<file path="src/hw/tsc_pkg.sv">
`default_nettype none

package tsc_pkg;

	// ==========================================================
	// register map
	localparam logic [7:0] ADDR_MODE_CTRL   = 8'ha0;
	localparam logic [7:0] ADDR_INPUT_CLK   = 8'ha1;
	localparam logic [7:0] ADDR_SWITCH_CTRL = 8'ha2;
	localparam logic [7:0] ADDR_SHIELD_REF  = 8'ha3;
	localparam logic [7:0] ADDR_COUNT_LOW   = 8'ha4;
	localparam logic [7:0] ADDR_COUNT_HIGH  = 8'ha5;
	localparam logic [7:0] ADDR_STATUS_MASK = 8'ha6;
	localparam logic [7:0] ADDR_TIMER_VALUE = 8'ha7;
	localparam logic [7:0] ADDR_SLEW_CTRL   = 8'ha8;
	localparam logic [7:0] REG_RESET        = 8'h00;

	// ==========================================================
	// field positions
	localparam int POS_ENABLE      = 0;
	localparam int POS_MODE_LO     = 1;
	localparam int POS_CHAIN       = 7;
	localparam int POS_DIV_LO      = 5;
	localparam int POS_INVERT      = 3;
	localparam int POS_SCALE       = 6;
	localparam int POS_DAC_CONNECT = 4;
	localparam int POS_NEG_INTEG   = 3;
	localparam int POS_PIN_SWITCH  = 2;
	localparam int POS_POS_INTEG   = 1;
	localparam int POS_SHIELD_HI   = 7;
	localparam int POS_REF_SEL     = 6;
	localparam int POS_REF_MANUAL  = 5;
	localparam int POS_REF_ENABLE  = 4;
	localparam int POS_FLAG_LO     = 4;
	localparam int POS_DUAL_DAC    = 7;
	localparam int POS_FAST_SLEW   = 0;

	localparam logic [3:0] FLAG_INPUT   = 4'h8;
	localparam logic [3:0] FLAG_LOW_CY  = 4'h4;
	localparam logic [3:0] FLAG_HIGH_CY = 4'h2;
	localparam logic [3:0] FLAG_DONE    = 4'h1;
	localparam logic [2:0] DIV_MAX      = 3'h7;

	// ==========================================================
	// types
	typedef enum logic [1:0] {
		TSC_MODE_EVENT  = 2'h0,
		TSC_MODE_PULSE  = 2'h1,
		TSC_MODE_PERIOD = 2'h2,
		TSC_MODE_CONT   = 2'h3
	} tsc_mode_type;

	typedef enum logic [2:0] {
		TSC_ST_IDLE = 3'b001,
		TSC_ST_WAIT = 3'b010,
		TSC_ST_RUN  = 3'b100
	} tsc_state_type;

	typedef struct packed {
		logic [7:0] addr;
		logic [7:0] wdata;
		logic       wr;
		logic       rd;
	} tsc_bus_type;

	typedef struct packed {
		logic [7:0] sources;
	} tsc_src_type;

	typedef struct packed {
		logic       sense_clock;
		logic       pin_switch;
		logic       neg_integ_gnd;
		logic       pos_integ_phase;
		logic       dac_bus_connect;
		logic       ref_bus_connect;
		logic       ref_enable;
		logic       ref_voltage_sel;
		logic       current_scale_sel;
		logic       dual_dac_select;
		logic       fast_slew_enable;
		logic [4:0] shield_enable;
		logic [6:0] timer_count;
	} tsc_analog_type;

endpackage

`default_nettype wire

</file>
<file path="src/hw/tsc_counter.sv">
`timescale 1ns/1ps
`default_nettype none

module tsc_counter (
	// clock and reset
	input  wire logic                    CLK,
	input  wire logic                    RST,
	// register port
	input  wire tsc_pkg::tsc_bus_type    BUS,
	output var  logic [7:0]              RDATA,
	// asynchronous event sources
	input  wire tsc_pkg::tsc_src_type    SRC,
	// analog switch controls and interrupt
	output var  tsc_pkg::tsc_analog_type ANALOG,
	output var  logic                    IRQ
);
	import tsc_pkg::*;

	// ==========================================================
	// helpers
	function automatic logic hit(input logic [7:0] a, input logic [7:0] r);
		return a == r;
	endfunction

	// ==========================================================
	// registers
	logic [7:0] mode_q, inclk_q, sw_q, shref_q, tmr_q, slew_q;
	logic [3:0] mask_q, flag_q, flag_d;
	logic [7:0] cnt_lo_q, cnt_hi_q;
	logic [7:0] rdata_q;
	logic [2:0] div_q;
	logic       sclk_q, in_prev_q;
	logic [7:0] src_s1_q, src_s2_q;
	tsc_state_type state_q, state_d;
	tsc_analog_type analog_q, analog_d;
	logic       irq_q;

	wire wr_mode  = BUS.wr && hit(BUS.addr, ADDR_MODE_CTRL);
	wire wr_inclk = BUS.wr && hit(BUS.addr, ADDR_INPUT_CLK);
	wire wr_sw    = BUS.wr && hit(BUS.addr, ADDR_SWITCH_CTRL);
	wire wr_shref = BUS.wr && hit(BUS.addr, ADDR_SHIELD_REF);
	wire wr_stat  = BUS.wr && hit(BUS.addr, ADDR_STATUS_MASK);
	wire wr_tmr   = BUS.wr && hit(BUS.addr, ADDR_TIMER_VALUE);
	wire wr_slew  = BUS.wr && hit(BUS.addr, ADDR_SLEW_CTRL);

	wire enable   = mode_q[POS_ENABLE];
	wire tsc_mode_type mode = tsc_mode_type'(mode_q[POS_MODE_LO +: 2]);
	wire chain    = inclk_q[POS_CHAIN];
	wire [1:0] div_sel = inclk_q[POS_DIV_LO +: 2];

	// register writes; reserved bits stay as written
	always_ff @(posedge CLK or posedge RST) begin
		if (RST) begin
			mode_q  <= REG_RESET;
			inclk_q <= REG_RESET;
			sw_q    <= REG_RESET;
			shref_q <= REG_RESET;
			tmr_q   <= REG_RESET;
			slew_q  <= REG_RESET;
			mask_q  <= 4'h0;
		end else begin
			if (wr_mode)
				mode_q <= BUS.wdata;
			if (wr_inclk)
				inclk_q <= BUS.wdata;
			if (wr_sw)
				sw_q <= BUS.wdata;
			if (wr_shref)
				shref_q <= BUS.wdata;
			if (wr_tmr)
				tmr_q <= BUS.wdata;
			if (wr_slew)
				slew_q <= BUS.wdata;
			if (wr_stat)
				mask_q <= BUS.wdata[3:0];
		end
	end

	// ==========================================================
	// sense clock divider
	// divide select
	wire [2:0] div_top = DIV_MAX >> (3'h3 - {1'b0, div_sel});
	wire       sense_tick = (div_q >= div_top);
	always_ff @(posedge CLK or posedge RST) begin
		if (RST) begin
			div_q  <= 3'h0;
			sclk_q <= 1'b0;
		end else if (sense_tick) begin
			div_q  <= 3'h0;
			sclk_q <= ~sclk_q;
		end else begin
			div_q  <= div_q + 3'h1;
		end
	end

	// ==========================================================
	// input selection after two-stage synchroniser
	always_ff @(posedge CLK or posedge RST) begin
		if (RST) begin
			src_s1_q <= 8'h00;
			src_s2_q <= 8'h00;
		end else begin
			src_s1_q <= SRC.sources;
			src_s2_q <= src_s1_q;
		end
	end
	// source mux, code 7 is zero
	wire [2:0] sel = inclk_q[2:0];
	wire raw_in = (sel == 3'h7) ? 1'b0 : src_s2_q[sel];
	wire sel_in = raw_in ^ inclk_q[POS_INVERT];
	wire rise   = sel_in & ~in_prev_q;
	wire fall   = ~sel_in & in_prev_q;

	// ==========================================================
	// counters and mode sequencing
	wire counting = (state_q == TSC_ST_RUN) && enable;
	wire lo_cy    = counting && (cnt_lo_q == 8'hff);
	// high counts on low carry when chained, else on its own
	wire hi_step  = counting && (chain ? lo_cy : 1'b1);
	wire hi_cy    = hi_step && (cnt_hi_q == 8'hff);
	wire stop_evt = (mode == TSC_MODE_EVENT) && |(flag_d & mask_q);
	wire meas_end = counting && (((mode == TSC_MODE_PULSE) && fall) ||
	                ((mode == TSC_MODE_PERIOD) && rise));

	always_comb begin
		state_d = state_q;
		case (state_q)
			TSC_ST_IDLE: begin
				if (enable)
					state_d = (mode == TSC_MODE_EVENT || mode == TSC_MODE_CONT) ? TSC_ST_RUN : TSC_ST_WAIT;
			end
			TSC_ST_WAIT: begin
				if (rise)
					state_d = TSC_ST_RUN;
			end
			TSC_ST_RUN: begin
				if (meas_end || (stop_evt && counting))
					state_d = TSC_ST_IDLE;
			end
			default: state_d = TSC_ST_IDLE;
		endcase
		if (!enable)
			state_d = TSC_ST_IDLE;
	end

	// stopped counters stay idle until the block is re-enabled
	logic done_q;
	always_ff @(posedge CLK or posedge RST) begin
		if (RST) begin
			state_q   <= TSC_ST_IDLE;
			in_prev_q <= 1'b0;
			done_q    <= 1'b0;
			cnt_lo_q  <= 8'h00;
			cnt_hi_q  <= 8'h00;
		end else begin
			in_prev_q <= sel_in;
			done_q    <= enable && (done_q || (state_q == TSC_ST_RUN && state_d == TSC_ST_IDLE));
			state_q   <= done_q ? TSC_ST_IDLE : state_d;
			if (!enable) begin
				cnt_lo_q <= 8'h00;
				cnt_hi_q <= 8'h00;
			end else if (counting && !done_q) begin
				cnt_lo_q <= cnt_lo_q + 8'h01;
				if (hi_step)
					cnt_hi_q <= cnt_hi_q + 8'h01;
			end
		end
	end

	// ==========================================================
	// status flags
	// input edge, carries, measurement done
	wire [3:0] set_ev = {rise & enable, lo_cy, hi_cy, meas_end};
	wire [3:0] clr    = wr_stat ? ~BUS.wdata[7:4] : 4'h0;
	assign flag_d = (flag_q & ~clr) | set_ev;
	always_ff @(posedge CLK or posedge RST) begin
		if (RST) begin
			flag_q <= 4'h0;
			irq_q  <= 1'b0;
		end else begin
			flag_q <= flag_d;
			irq_q  <= |(flag_d & mask_q);
		end
	end

	// ==========================================================
	// analog switch controls
	wire osc_en = sw_q[POS_PIN_SWITCH] | sw_q[POS_POS_INTEG] | sw_q[POS_NEG_INTEG];
	always_comb begin
		analog_d = '0;
		analog_d.sense_clock       = sclk_q;
		analog_d.pin_switch        = sw_q[POS_PIN_SWITCH] & sclk_q;
		analog_d.neg_integ_gnd     = sw_q[POS_NEG_INTEG] & sclk_q;
		analog_d.pos_integ_phase   = sw_q[POS_POS_INTEG] & sclk_q;
		analog_d.dac_bus_connect   = sw_q[POS_DAC_CONNECT] | sw_q[POS_PIN_SWITCH];
		analog_d.ref_bus_connect   = shref_q[POS_REF_ENABLE] &
		                             (osc_en ? sw_q[POS_POS_INTEG] & ~sclk_q : shref_q[POS_REF_MANUAL]);
		analog_d.ref_enable        = shref_q[POS_REF_ENABLE];
		analog_d.ref_voltage_sel   = shref_q[POS_REF_SEL];
		analog_d.current_scale_sel = sw_q[POS_SCALE];
		analog_d.dual_dac_select   = tmr_q[POS_DUAL_DAC];
		analog_d.fast_slew_enable  = slew_q[POS_FAST_SLEW];
		analog_d.shield_enable     = {shref_q[POS_SHIELD_HI], shref_q[3:0]};
		analog_d.timer_count       = tmr_q[6:0];
	end

	// ==========================================================
	// read mux; unmapped addresses read zero
	wire [7:0] rd_mux =
		hit(BUS.addr, ADDR_MODE_CTRL)   ? mode_q :
		hit(BUS.addr, ADDR_INPUT_CLK)   ? inclk_q :
		hit(BUS.addr, ADDR_SWITCH_CTRL) ? sw_q :
		hit(BUS.addr, ADDR_SHIELD_REF)  ? shref_q :
		hit(BUS.addr, ADDR_COUNT_LOW)   ? cnt_lo_q :
		hit(BUS.addr, ADDR_COUNT_HIGH)  ? cnt_hi_q :
		hit(BUS.addr, ADDR_STATUS_MASK) ? {flag_q, mask_q} :
		hit(BUS.addr, ADDR_TIMER_VALUE) ? tmr_q :
		hit(BUS.addr, ADDR_SLEW_CTRL)   ? slew_q : 8'h00;

	always_ff @(posedge CLK or posedge RST) begin
		if (RST) begin
			rdata_q  <= 8'h00;
			analog_q <= '0;
		end else begin
			rdata_q  <= BUS.rd ? rd_mux : 8'h00;
			analog_q <= analog_d;
		end
	end

	assign RDATA  = rdata_q;
	assign ANALOG = analog_q;
	assign IRQ    = irq_q;

endmodule

`default_nettype wire

</file>
<file path="config.mk">
export PLATFORM = sky130hd
export DESIGN_NAME = tsc_counter
export DESIGN_NICKNAME = d
export VERILOG_FILES = /design/src/hw/tsc_pkg.sv /design/src/hw/tsc_counter.sv
export SDC_FILE = /design/constraint.sdc
export NUM_CORES = 1
export LEC_CHECK = 0
export BUFFER_PORTS_ARGS = -buffer_cell sky130_fd_sc_hd__buf_4
export CELL_PAD_IN_SITES_DETAIL_PLACEMENT = 0
export CELL_PAD_IN_SITES_GLOBAL_PLACEMENT = 1
export CORE_MARGIN = 3
export CORE_UTILIZATION = 51
export CTS_CLUSTER_DIAMETER = 120
export DETAILED_ROUTE_END_ITERATION = 10
export PLACE_DENSITY_LB_ADDON = 0.1
export SYNTH_ARGS = -nofsm -noshare
export SYNTH_HDL_FRONTEND = slang
export SYNTH_SLANG_ARGS = --single-unit
</file>
<file path="constraint.sdc">
create_clock -name CLK -period 9.65 [get_ports CLK]
set_input_delay 0.4825 -clock CLK [delete_from_list [all_inputs] [get_ports CLK]]
set_output_delay 0.4825 -clock CLK [all_outputs]
set_load 0.01 [all_outputs]
</file>
After elaboration in Yosys (flattened, before gate mapping)
Cells that the tools add are included.
- register bits after elaboration: 129
- input bits: 28
- output and inout port bits: 32
- word-level logic and storage cells: 135
- add/sub/neg operators: 4
- order comparisons: 2
- equal/unequal tests: 21
- shift operators: 1
- muxes and demuxes: 28
- bitwise operators: 20
- reduce and logical (&&, ||, !) cells: 27
- operators by type and width (kind ; number):
    8-bit 2-to-1 mux ; 15
    8-bit == test, second input constant ; 11
    1-bit logical AND ; 19
    3-bit 2-to-1 mux ; 6
    8-bit by 1-bit adder with 8-bit output, second input constant ; 2
    3-bit case mux with 3 select lines ; 1
    1-bit bitwise AND ; 8
    4-bit bitwise AND ; 2
    4-bit NOT ; 2
    3-bit by 1-bit == test with 1-bit output, second input constant ; 2
    3-bit == test, second input constant ; 2
    2-bit == test, second input constant ; 2
    1-bit logical OR ; 4
    3-bit by 4-bit < comparator with 1-bit output, second input constant ; 1
    1-bit 2-to-1 mux ; 4
    4-bit 2-to-1 mux ; 1
    2-bit by 1-bit inequality test with 1-bit output, second input constant ; 2
    4-bit bitwise OR ; 1
    4-bit OR reduction ; 1
    3-bit by 1-bit adder with 3-bit output, second input constant ; 1
    1-bit binary-select mux with 3-bit select ; 1
    3-bit by 2-bit == test with 1-bit output, second input constant ; 1
    3-bit greater-or-equal comparator ; 1
    1-bit NOT ; 3
    other kinds (8) ; 10

Logic depth before layout (Yosys ltp)
Gate-level depths: netlist (run 1).
- depth after elaboration: 22
- gate-level depth with buffers: 8
- mapped depth without buffers: 7

Worst setup path after synthesis (run 1)
OpenSTA, ideal clock, no wires.
- path type: input port to flip-flop
- from: in BUS[14] (netlist name)
- to: reg inclk_q[0]
- setup time: 0.125 ns
- arrival time: 1.959 ns
- data required time: 9.525 ns
- slack: 7.566 ns
- stages: 6
- buffers on the path: 1
- cell sequence: and4bb_2 > and2_1 > clkbuf_1 > nor3b_4 > nand2_2 > mux2_2
- longest elaborated chain between the ends: 2
- ends and longest elaborated chain (item ; RTL line ; text):
    from (decl) ; tsc_counter.sv:9 ; input wire tsc_pkg::tsc_bus_type BUS,
    8-bit == test ; tsc_counter.sv:22 ; return a == r;
    1-bit logical AND ; tsc_counter.sv:39 ; wire wr_inclk = BUS.wr && hit(BUS.addr, ADDR_INPUT_CLK);
    to (signal assigned) ; tsc_counter.sv:65 ; inclk_q <= BUS.wdata;
    to (decl) ; tsc_counter.sv:27 ; logic [7:0] mode_q, inclk_q, sw_q, shref_q, tmr_q, slew_q;
No other way between the ends.
A chain may end at the register's enable or synchronous reset.

Worst setup path after layout (run 1)
- from: reg cnt_lo_q[0]
- to: reg state_q[2]
- longest elaborated chain between the ends: 15
- ends and longest elaborated chain (item ; RTL line ; text):
    from (decl) ; tsc_counter.sv:29 ; logic [7:0] cnt_lo_q, cnt_hi_q;
    from (signal assigned) ; tsc_counter.sv:163 ; cnt_lo_q <= cnt_lo_q + 8'h01;
    8-bit == test ; tsc_counter.sv:117 ; wire lo_cy = counting && (cnt_lo_q == 8'hff);
    1-bit logical AND ; tsc_counter.sv:117 ;
    1-bit 2-to-1 mux ; tsc_counter.sv:119 ; wire hi_step = counting && (chain ? lo_cy : 1'b1);
    1-bit logical AND ; tsc_counter.sv:119 ;
    1-bit logical AND ; tsc_counter.sv:120 ; wire hi_cy = hi_step && (cnt_hi_q == 8'hff);
    4-bit bitwise OR ; tsc_counter.sv:175 ; assign flag_d = (flag_q & ~clr) | set_ev;
    named net flag_d[1] ; tsc_counter.sv:28 ; logic [3:0] mask_q, flag_q, flag_d;
    4-bit bitwise AND ; tsc_counter.sv:121 ; wire stop_evt = (mode == TSC_MODE_EVENT) && |(flag_d & mask_q);
    4-bit OR reduction ; tsc_counter.sv:121 ;
    1-bit logical AND ; tsc_counter.sv:121 ;
    1-bit logical AND ; tsc_counter.sv:137 ; if (meas_end || (stop_evt && counting))
    1-bit logical OR ; tsc_counter.sv:137 ;
    3-bit 2-to-1 mux ; tsc_counter.sv:137 ;
    3-bit case mux with 3 select lines ; tsc_counter.sv:127 ; case (state_q)
    3-bit 2-to-1 mux ; tsc_counter.sv:142 ; if (!enable)
    3-bit 2-to-1 mux ; tsc_counter.sv:158 ; state_q <= done_q ? TSC_ST_IDLE : state_d;
    to (signal assigned) ; tsc_counter.sv:158 ;
    to (decl) ; tsc_counter.sv:34 ; tsc_state_type state_q, state_d;
The timed path passes the listed nets, and every way through them passes these cells.

==> metrics, run 1 <==
outcome completed; initial antenna violation count 0; met3 Use GR roughly 5.2%; setup TNS 0 ns; DR iter-0 viols ~230; Placed Area around 6200 um^2; Hold Crit Class in -> async; met1 Use GR between 20% and 30%; CP Capture Type register; Initial Util between 50 and 60%; max reg flops 23; Worst R2R End state_q[2]; Synth Register Bits around 130; drt wl/cell approximately 19 um; Synthesis Warnings 0; Chip Height between 100 and 150 um; Synth top area share 55.2%; crit path max fanout 6; port bufs 58; Unique masters post-synth 65; DRT Wirelength around 13000 um; count leader, synth dfrtp_1; register area 3180 um^2; Post-synth EDFFs 0; DRT antenna net count 0; Commonest cells post-synth dfrtp_1, mux2_2, nand2_1, o21ai_0, nor2_1; num rows 38; Synth Area in Compound Gates 12.8%; vias in the first global route ~4000; Fmax 424 MHz; worst hold slack ~0.063 ns; Least-Margin Pin Slew around 0.91 ns; Synth area leader dfrtp_1; area of the multi-input gates 2400 um^2; R2R Path Start cnt_lo_q[0]; post-synthesis mux area share approximately 12%; layout cells sized above 1 between 30% and 40%; All-Layer GR Usage 22.2%; critical setup path kind reg -> reg; CTS tree done; Syn Inst Count ~470; Pwr per Cell Area a little under 200 nW/um^2; RSZ-0062 raised after global routing false; post-synthesis simple-gate area fraction approximately an eighth; clk slew on worst S/H paths approximately 0.060 ns; via count 3928; Avg Inst Size Synth around 12 um^2; post-layout util between 60% and 70%; Syn Nets between 500 and 600; crit path launch type register; H-tree lvl count 4; clk root buf clkbuf_8; Fillers 865; GRT Residual Overflow 0; DRC viols 0; Design Power between 0.001 and 0.0015 W; top-level I/O count 60; global-route wire length before repair roughly 21000 um; postcts setup bufs 0; worst-skew pair later-pin latency between 0.5 and 0.6 ns; Period Utilization, post-route about 24%; DP HPWL between 9000 and 10000 um; r2r setup slk ~7.3 ns; met2 usage between 30% and 40%; Clock Skew ~0.0062 ns; dominant synthesized flop cell dfrtp_1; P&R area growth vs syn 20.7%; Die Wd 112 um; Crit path arrival time 2.76 ns; Max-slew headroom about two fifths; nets@finish 570; Post-CTS Hold Fix Bufs 0; post-synthesis async set-or-reset flop share between 90% and 100%; Synth Area in XOR/XNOR under 10%; largest net degree at the start of global routing 76; Post-Synth Adder-Cell Area around 2.0%; top post-synthesis cells by area dfrtp_1, mux2_2, ha_1; Finish-stage setup viols 0; peak supply drop 0.000119 V; first drt pass iteration count 5; Final GP Congestion approximately 0.93; Pins Over Slew Limit 0; CP required 10.06 ns; largest family of logic cells by synthesized area simple AND/OR/NAND/NOR gates; Max Cap Violations 0; maximum buffer depth of the clock tree 2; post_cts resized 0; Tmin final ~2.4 ns; cts bufs inserted 17; post-synthesis cell area ~5700 um^2; finished layout cell area 6900 um^2; Die ar. around 13000 um^2; Final Hold Viols 0; Leak ~3.2 nW; Core Region 10900 um^2; r2r worst-path depth 7; via/cell ratio 5.73; Seq/Total Area, Yosys between 50% and 60%; TritonCTS Sinks 127; busiest grt layer met2; ant diodes 0; CP Launch Point cnt_lo_q[0]
per-stage QoR:
stage	setup slack, ns	std cells
after global routing	7.17	686
final	7.29	686
after detailed placement	6.94	654
after global placement	6.98	654
after floorplan	5.78	472
after CTS	7.31	686
how the worst max path moves through the flow:
stage	end	depth (start not counted)
after CTS	state_q[2]	6
after floorplan	ANALOG[0]	1
after detailed placement	shref_q[1]	6
after global placement	shref_q[0]	6
final	state_q[2]	7
after global routing	state_q[2]	7
worst max-delay path: stages (launching register included):
cell      delay, ns
dfrtp_1        0.47
ha_1           0.28
nand3_1        0.12
o21a_1         0.23
o41ai_1        0.50
a221o_2        0.28
o211ai_1       0.10
a41o_1         0.26
cell families after synthesis:
group	Yosys count
multiplexers	63
XOR/XNOR	13
AND/OR/NAND/NOR	130
flip-flops	127
buffers and inverters	30
AO/OA/AOI/OAI	100
adder cells (fa/ha/maj)	9
area by class of cell:
type	instances	share of cell area (%)
clock buffers	19	6.40
clock inverters	13	3.03
inverters	13	0.743
multi-input cells	315	34.8
flip-flops and latches	127	46.1
well taps	140	2.54
repair buffers	59	6.42
metal layers:
| metal | wire [um] | vias to the layer above |
|---|---|---|
| met5 | 0 | - |
| met3 | 718 | 23 |
| met1 | 5650 | 1944 |
| li1 | - | 1846 |
| met4 | 338 | 0 |
| met2 | 6400 | 115 |
power by group:
part / switching, W / internal (W)
Combinational: 0.0000480 / 0.0000414
Sequential: 0.0000186 / 0.000558
Clock: 0.000230 / 0.000460
Total: 0.000297 / 0.00106
layout by cell type, fill, tap and decap left out, types with 7 or more instances in the layout:
cell type,n
clkbuf_16,16
a21oi_1,18
nand3_1,12
nor2b_1,8
o21ai_0,22
dfrtp_1,126
o21a_1,7
mux2_2,57
nor3_1,8
ha_1,9
nand2b_1,9
nor2_1,19
or3_1,7
inv_1,11
xor2_1,9
buf_4,59
nand2_1,28
Power figures use the tool's default switching activity.
==> inputs of run 2 (changes only) <==
--- a/config.mk
+++ b/config.mk
@@ -9,7 +9,7 @@
 export CELL_PAD_IN_SITES_DETAIL_PLACEMENT = 0
 export CELL_PAD_IN_SITES_GLOBAL_PLACEMENT = 1
 export CORE_MARGIN = 3
-export CORE_UTILIZATION = 51
+export CORE_UTILIZATION = 47
 export CTS_CLUSTER_DIAMETER = 120
 export DETAILED_ROUTE_END_ITERATION = 10
 export PLACE_DENSITY_LB_ADDON = 0.1
==> constraint.sdc (replaced) <==
create_clock -name CLK -period 2.3 [get_ports CLK]
set_input_delay 0.115 -clock CLK [delete_from_list [all_inputs] [get_ports CLK]]
set_output_delay 0.115 -clock CLK [all_outputs]
set_load 0.01 [all_outputs]
==> run 2 against run 1 <==
Sequential share of layout area is 1.6 points lower. Design area is 3.7% higher. Critical path type unchanged. Worst setup slack worse by 7.1 ns. Combinational power grew to 4.5 times the previous value. Highest routed layer unchanged. Global-route usage down 0.18 points. Utilization is 2.0 points lower. Clock-buffer cell count rose by 5. Via count grew 3.2%. Non-clock buffer count rose by 30. Largest cell class unchanged.
==> metrics, run 2 (synthesis gave the netlist of run 1 again) <==
global-route wire length before repair 22200 um; area of the multi-input gates 2410 um^2; Die ar. 13500 um^2; DR iter-0 viols 240; P&R area growth vs syn 25.2%; Final WS setup around 0.15 ns; Worst R2R End state_q[2]; CTS tree done; layout cells sized above 1 about a third; max reg flops 23; r2r setup slk 0.15 ns; Clock Skew between 0.006 and 0.007 ns; TritonCTS Sinks ~130; maximum buffer depth of the clock tree 2; worst-skew pair later-pin latency 0.41 ns; first drt pass iteration count 4; hold depth 2; via/cell ratio ~5.7; drt wl/cell between 15 and 20 um; Fmax 465 MHz; Finish-stage setup viols 0; clk root buf clkbuf_16; CP Capture Type register; DRT antenna net count 0; outcome completed; Final Hold Viols 0; Chip Height ~120 um; Core Region 11700 um^2; Least-Margin Pin Slew 0.591 ns; register area between 3000 and 4000 um^2; H-tree lvl count 4; most frequent cells in the layout dfrtp_1, buf_4, mux2_2, nand2_1, o21ai_0; Final GP Congestion slightly above 0.9; worst hold slack roughly 0.024 ns; Period Utilization, post-route approximately 93%; Hold Crit Class in -> reg; hold_sp BUS[9]; Pwr per Cell Area 791 nW/um^2; critical setup path kind reg -> reg; DRT Wirelength roughly 14000 um; initial antenna violation count 0; Max Cap Violations 0; via count between 4000 and 5000; Tmin final around 2.1 ns; Leak around 3.3 nW; peak supply drop approximately 0.00051 V; Setup WS pre-CTS about 0.077 ns; crit path max fanout 6; num rows 39; largest net degree at the start of global routing 80; DRC viols 0; Max-slew headroom between 60% and 70%; r2r worst-path depth 6; commonest non-fill, non-tap cell in the layout dfrtp_1; CP required roughly 2.6 ns; clk slew on worst S/H paths 0.05 ns; Initial Util between 40% and 50%; Design Power between 0.005 and 0.006 W; Pins Over Slew Limit 0; crit path launch type register; setup TNS 0 ns; cts bufs inserted 17; ant diodes 0; nets@finish 600; All-Layer GR Usage between 20% and 30%; DP HPWL ~9400 um; top-level I/O count 60; RSZ-0062 raised after global routing false; vias in the first global route about 4200; R2R Path Start inclk_q[2]; Fillers around 960; GRT Residual Overflow 0; port bufs between 50 and 60; Placed Area roughly 6400 um^2; Crit path arrival time 2.45 ns; Die Wd 116 um; finished layout cell area 7160 um^2; hold path endpoint sw_q[7]
==> run 2: worst max-delay path, cell delays in order (launching register included) <==
cell and delay [ns]:
dfrtp_2 0.42, mux2_2 0.35, o22ai_1 0.31, o21ai_2 0.14
a2111oi_4 0.42, o211ai_1 0.15, a41o_1 0.25
==> run 2: worst max-delay path by stage <==
stage | endpoint | start | cells after the start | slack (ns)
floorplan | state_q[2] | inclk_q[2] | 7 | 0.25
global placement | state_q[2] | inclk_q[2] | 6 | 0.09
detailed placement | state_q[2] | inclk_q[2] | 6 | 0.08
CTS | state_q[2] | inclk_q[2] | 6 | 0.02
global route | state_q[2] | inclk_q[2] | 6 | 0.03
finish | state_q[2] | inclk_q[2] | 6 | 0.15
==> run 2: area by class of cell <==
class                      instances  area share (%)
inverter                          13           0.734
sequential                       127            44.4
multi-input combinational        315            33.7
clock buffer                      24            7.01
clock inverter                     5            1.78
timing repair buffer              89            9.83
tap                              143            2.50
==> run 2: through the flow <==
step,util (%),instances
after floorplan,-,472
after global placement,55.0,677
after detailed placement,55.0,677
after CTS,61.2,715
after global routing,61.4,716
final,61.4,716
==> run 2: metal layers <==
layer  vias to the layer above  track usage (%)  wire, um
met5                         -                0         0
met1                      2006             29.5      5980
met3                        26             5.13       731
met2                       127             34.1      6420
li1                       1893                -         -
met4                         0             9.90       379
==> run 2: repair_timing <==
item                       CTS  global route
setup endpoints to repair    0             3
resized for setup            0             4
setup buffers                0             1
hold buffers                 9             0
hold endpoints to repair   140             0
==> run 2: power by group <==
part           total, W  internal [W]  switching (W)
sequential      0.00242       0.00234      0.0000735
combinational  0.000399      0.000192       0.000207
clock           0.00284       0.00194       0.000904
==> inputs of run 3 (changes only) <==
--- a/config.mk
+++ b/config.mk
@@ -5,11 +5,12 @@
 export SDC_FILE = /design/constraint.sdc
 export NUM_CORES = 1
 export LEC_CHECK = 0
+export ABC_AREA = 1
 export BUFFER_PORTS_ARGS = -buffer_cell sky130_fd_sc_hd__buf_4
 export CELL_PAD_IN_SITES_DETAIL_PLACEMENT = 0
 export CELL_PAD_IN_SITES_GLOBAL_PLACEMENT = 1
 export CORE_MARGIN = 3
-export CORE_UTILIZATION = 47
+export CORE_UTILIZATION = 45
 export CTS_CLUSTER_DIAMETER = 120
 export DETAILED_ROUTE_END_ITERATION = 10
 export PLACE_DENSITY_LB_ADDON = 0.1
==> run 3 against run 2 <==
Worst setup slack better by 0.16 ns. Wire length down 1.8%. Combinational power down 15%. Maximum frequency up 8.0%. Critical endpoint is now cnt_hi_q[7].
==> metrics, run 3 <==
Max Cap Violations 0; first drt pass iteration count 5; Pwr per Cell Area 821 nW/um^2; via/cell ratio about 5.2; DRT Wirelength between 10000 and 15000 um; max reg flops 23; DR iter-0 viols about 320; DRT antenna net count 0; CP Launch Point cnt_lo_q[0]; postcts setup bufs 0; Design Power ~0.0056 W; post_cts resized 0; initial antenna violation count 0; DR WL met3 roughly 690 um; Finish-stage setup viols 0; GRT Residual Overflow 0; TritonCTS Sinks around 130; register area around 3200 um^2; CP required 2.62 ns; Initial Util around 47%; Pins Over Slew Limit 0; peak supply drop roughly 0.00046 V; Syn Inst Count 582; Final GP Congestion a little under 0.9; area of the multi-input gates between 1500 and 2000 um^2; Crit-path slowest cell dfrtp_1; Synth area leader dfrtp_1; drt wl/cell 16.1 um; Hold Crit Class in -> reg; crit path max fanout 9; Max-slew headroom between 60 and 70%; Tmin final 1.99 ns; crit-path most repeated cell nand2_1; top post-synthesis cells by area dfrtp_1, nand2_1, o21ai_0; global-route wire length before repair about 22000 um; P&R area growth vs syn 26.4%; top-level I/O count 60; crit path launch type register; Leak between 3 and 4 nW; DP HPWL between 9000 and 10000 um; RSZ-0062 raised after global routing false; vias in the first global route approximately 4200; setup TNS 0 ns; Synth top area share slightly below 60%; DRC viols 0; via count 4272; layout cells sized above 1 18.9%; wire length on met2 approximately 6000 um; Post-Place Cells between 700 and 800; Final Hold Viols 0; post-layout util 59.0%; Post-CTS Hold Fix Bufs 12; worst-skew pair later-pin latency roughly 0.42 ns; nets@finish between 700 and 800; outcome completed; Least-Margin Pin Slew 0.496 ns; post-synthesis cell area between 5000 and 6000 um^2; CTS tree done; Crit path arrival time roughly 2.3 ns; ant diodes 0; dominant synthesized flop cell dfrtp_1; worst path cell trace ha_1 -> nand3_1 -> nor3_2 -> nand2_1 -> nand2_1 -> nand2_2 -> nor2_8 -> nor2_2 -> nor3_4 -> nand2_1 -> a221oi_1; cts bufs inserted 17; Core Region roughly 12000 um^2; Seq/Total Area, Yosys 58.7%; Unique masters post-synth 42; Die ar. 13400 um^2; Synth Register Bits ~130; r2r setup slk roughly 0.31 ns; critical setup path kind reg -> reg; post-synthesis async set-or-reset flop share between 90% and 100%; num rows 39; maximum buffer depth of the clock tree 2; most frequent cells in the layout nand2_1, dfrtp_1, inv_1, o21ai_0, buf_4; Fmax just over 500 MHz; R2R Path Start cnt_lo_q[0]; port bufs 58; Period Utilization, post-route approximately 87%; H-tree lvl count 4; worst hold slack 0.0889 ns; Syn Nets ~620; All-Layer GR Usage between 20% and 30%; Clock Skew just under 0.008 ns; hold_sp BUS[8]; Avg Inst Size Synth 9.31 um^2; CP Capture Type register; Synthesis Warnings 0; commonest non-fill, non-tap cell in the layout nand2_1; Commonest cells post-synth nand2_1, dfrtp_1, inv_1, o21ai_0; clk slew on worst S/H paths around 0.05 ns; WL met1 about 6300 um; Chip Height ~120 um; max incr delay on CP 0.38 ns; Post-synth EDFFs 0; Fillers between 1000 and 1500; Die Wd 116 um; Max Used Layer met4; final cell count without fillers around 830; count leader, synth nand2_1; largest net degree at the start of global routing 57; clk root buf clkbuf_16
## run 3: logic make-up after synthesis
kind of cell / after synthesis / share of synthesized area, %
AOI/OAI and AO/OA: 126 / 12.9
xor gates and xnor gates: 3 / 0.485
adders and majority gates: 9 / 2.08
buffers and inverters: 82 / 5.73
DFF: 127 / 58.7
and+or+nand+nor: 235 / 20.1
## run 3: cell type report
class                   count  area share (%)
repair buffers             78            9.36
clock inverters            12            2.70
flip-flops and latches    127            46.4
inverters                  73            4.07
well taps                 143            2.61
multi-input cells         373            28.2
clock buffers              20            6.67
## run 3: power by group
part	internal [W]	leakage, nW	switching, W
Combinational	0.000142	1.31	0.000199
Sequential	0.00234	1.70	0.0000687
Clock	0.00187	0.299	0.00100
Total	0.00435	3.31	0.00127
## run 3: worst paths after layout
kind | cells after the start | end
min reg2reg | 0 | src_s2_q[5]
max in group asynchronous | 4 | state_q[0]
max | 11 | cnt_hi_q[7]
max reg2reg | 11 | cnt_hi_q[7]
min | 3 | flag_q[2]
min in group asynchronous | 3 | src_s2_q[1]
## run 3: worst max-delay path, delay by kind of cell (launching register included)
| family | cells | cell delay [ns] |
|---|---|---|
| flip-flops | 1 | 0.38 |
| AO/OA/AOI/OAI | 1 | 0.23 |
| adder cells (fa/ha/maj) | 1 | 0.21 |
| AND/OR/NAND/NOR | 9 | 1.07 |
## run 3: stage by stage
stage          instance area, um^2  setup WS [ns]
2_1_floorplan                 5420          0.574
3_3_place_gp                  6090          0.351
3_5_place_dp                  6090          0.317
4_1_cts                       6850          0.291
5_1_grt                       6850         0.0868
6_report                      6850          0.310
## run 3: routing by layer
layer  GRT usage [%]  up-vias
li1                -     2099
met1            30.6     2042
met2            32.5      110
met3            5.43       21
met4            9.20        0
met5               0        -
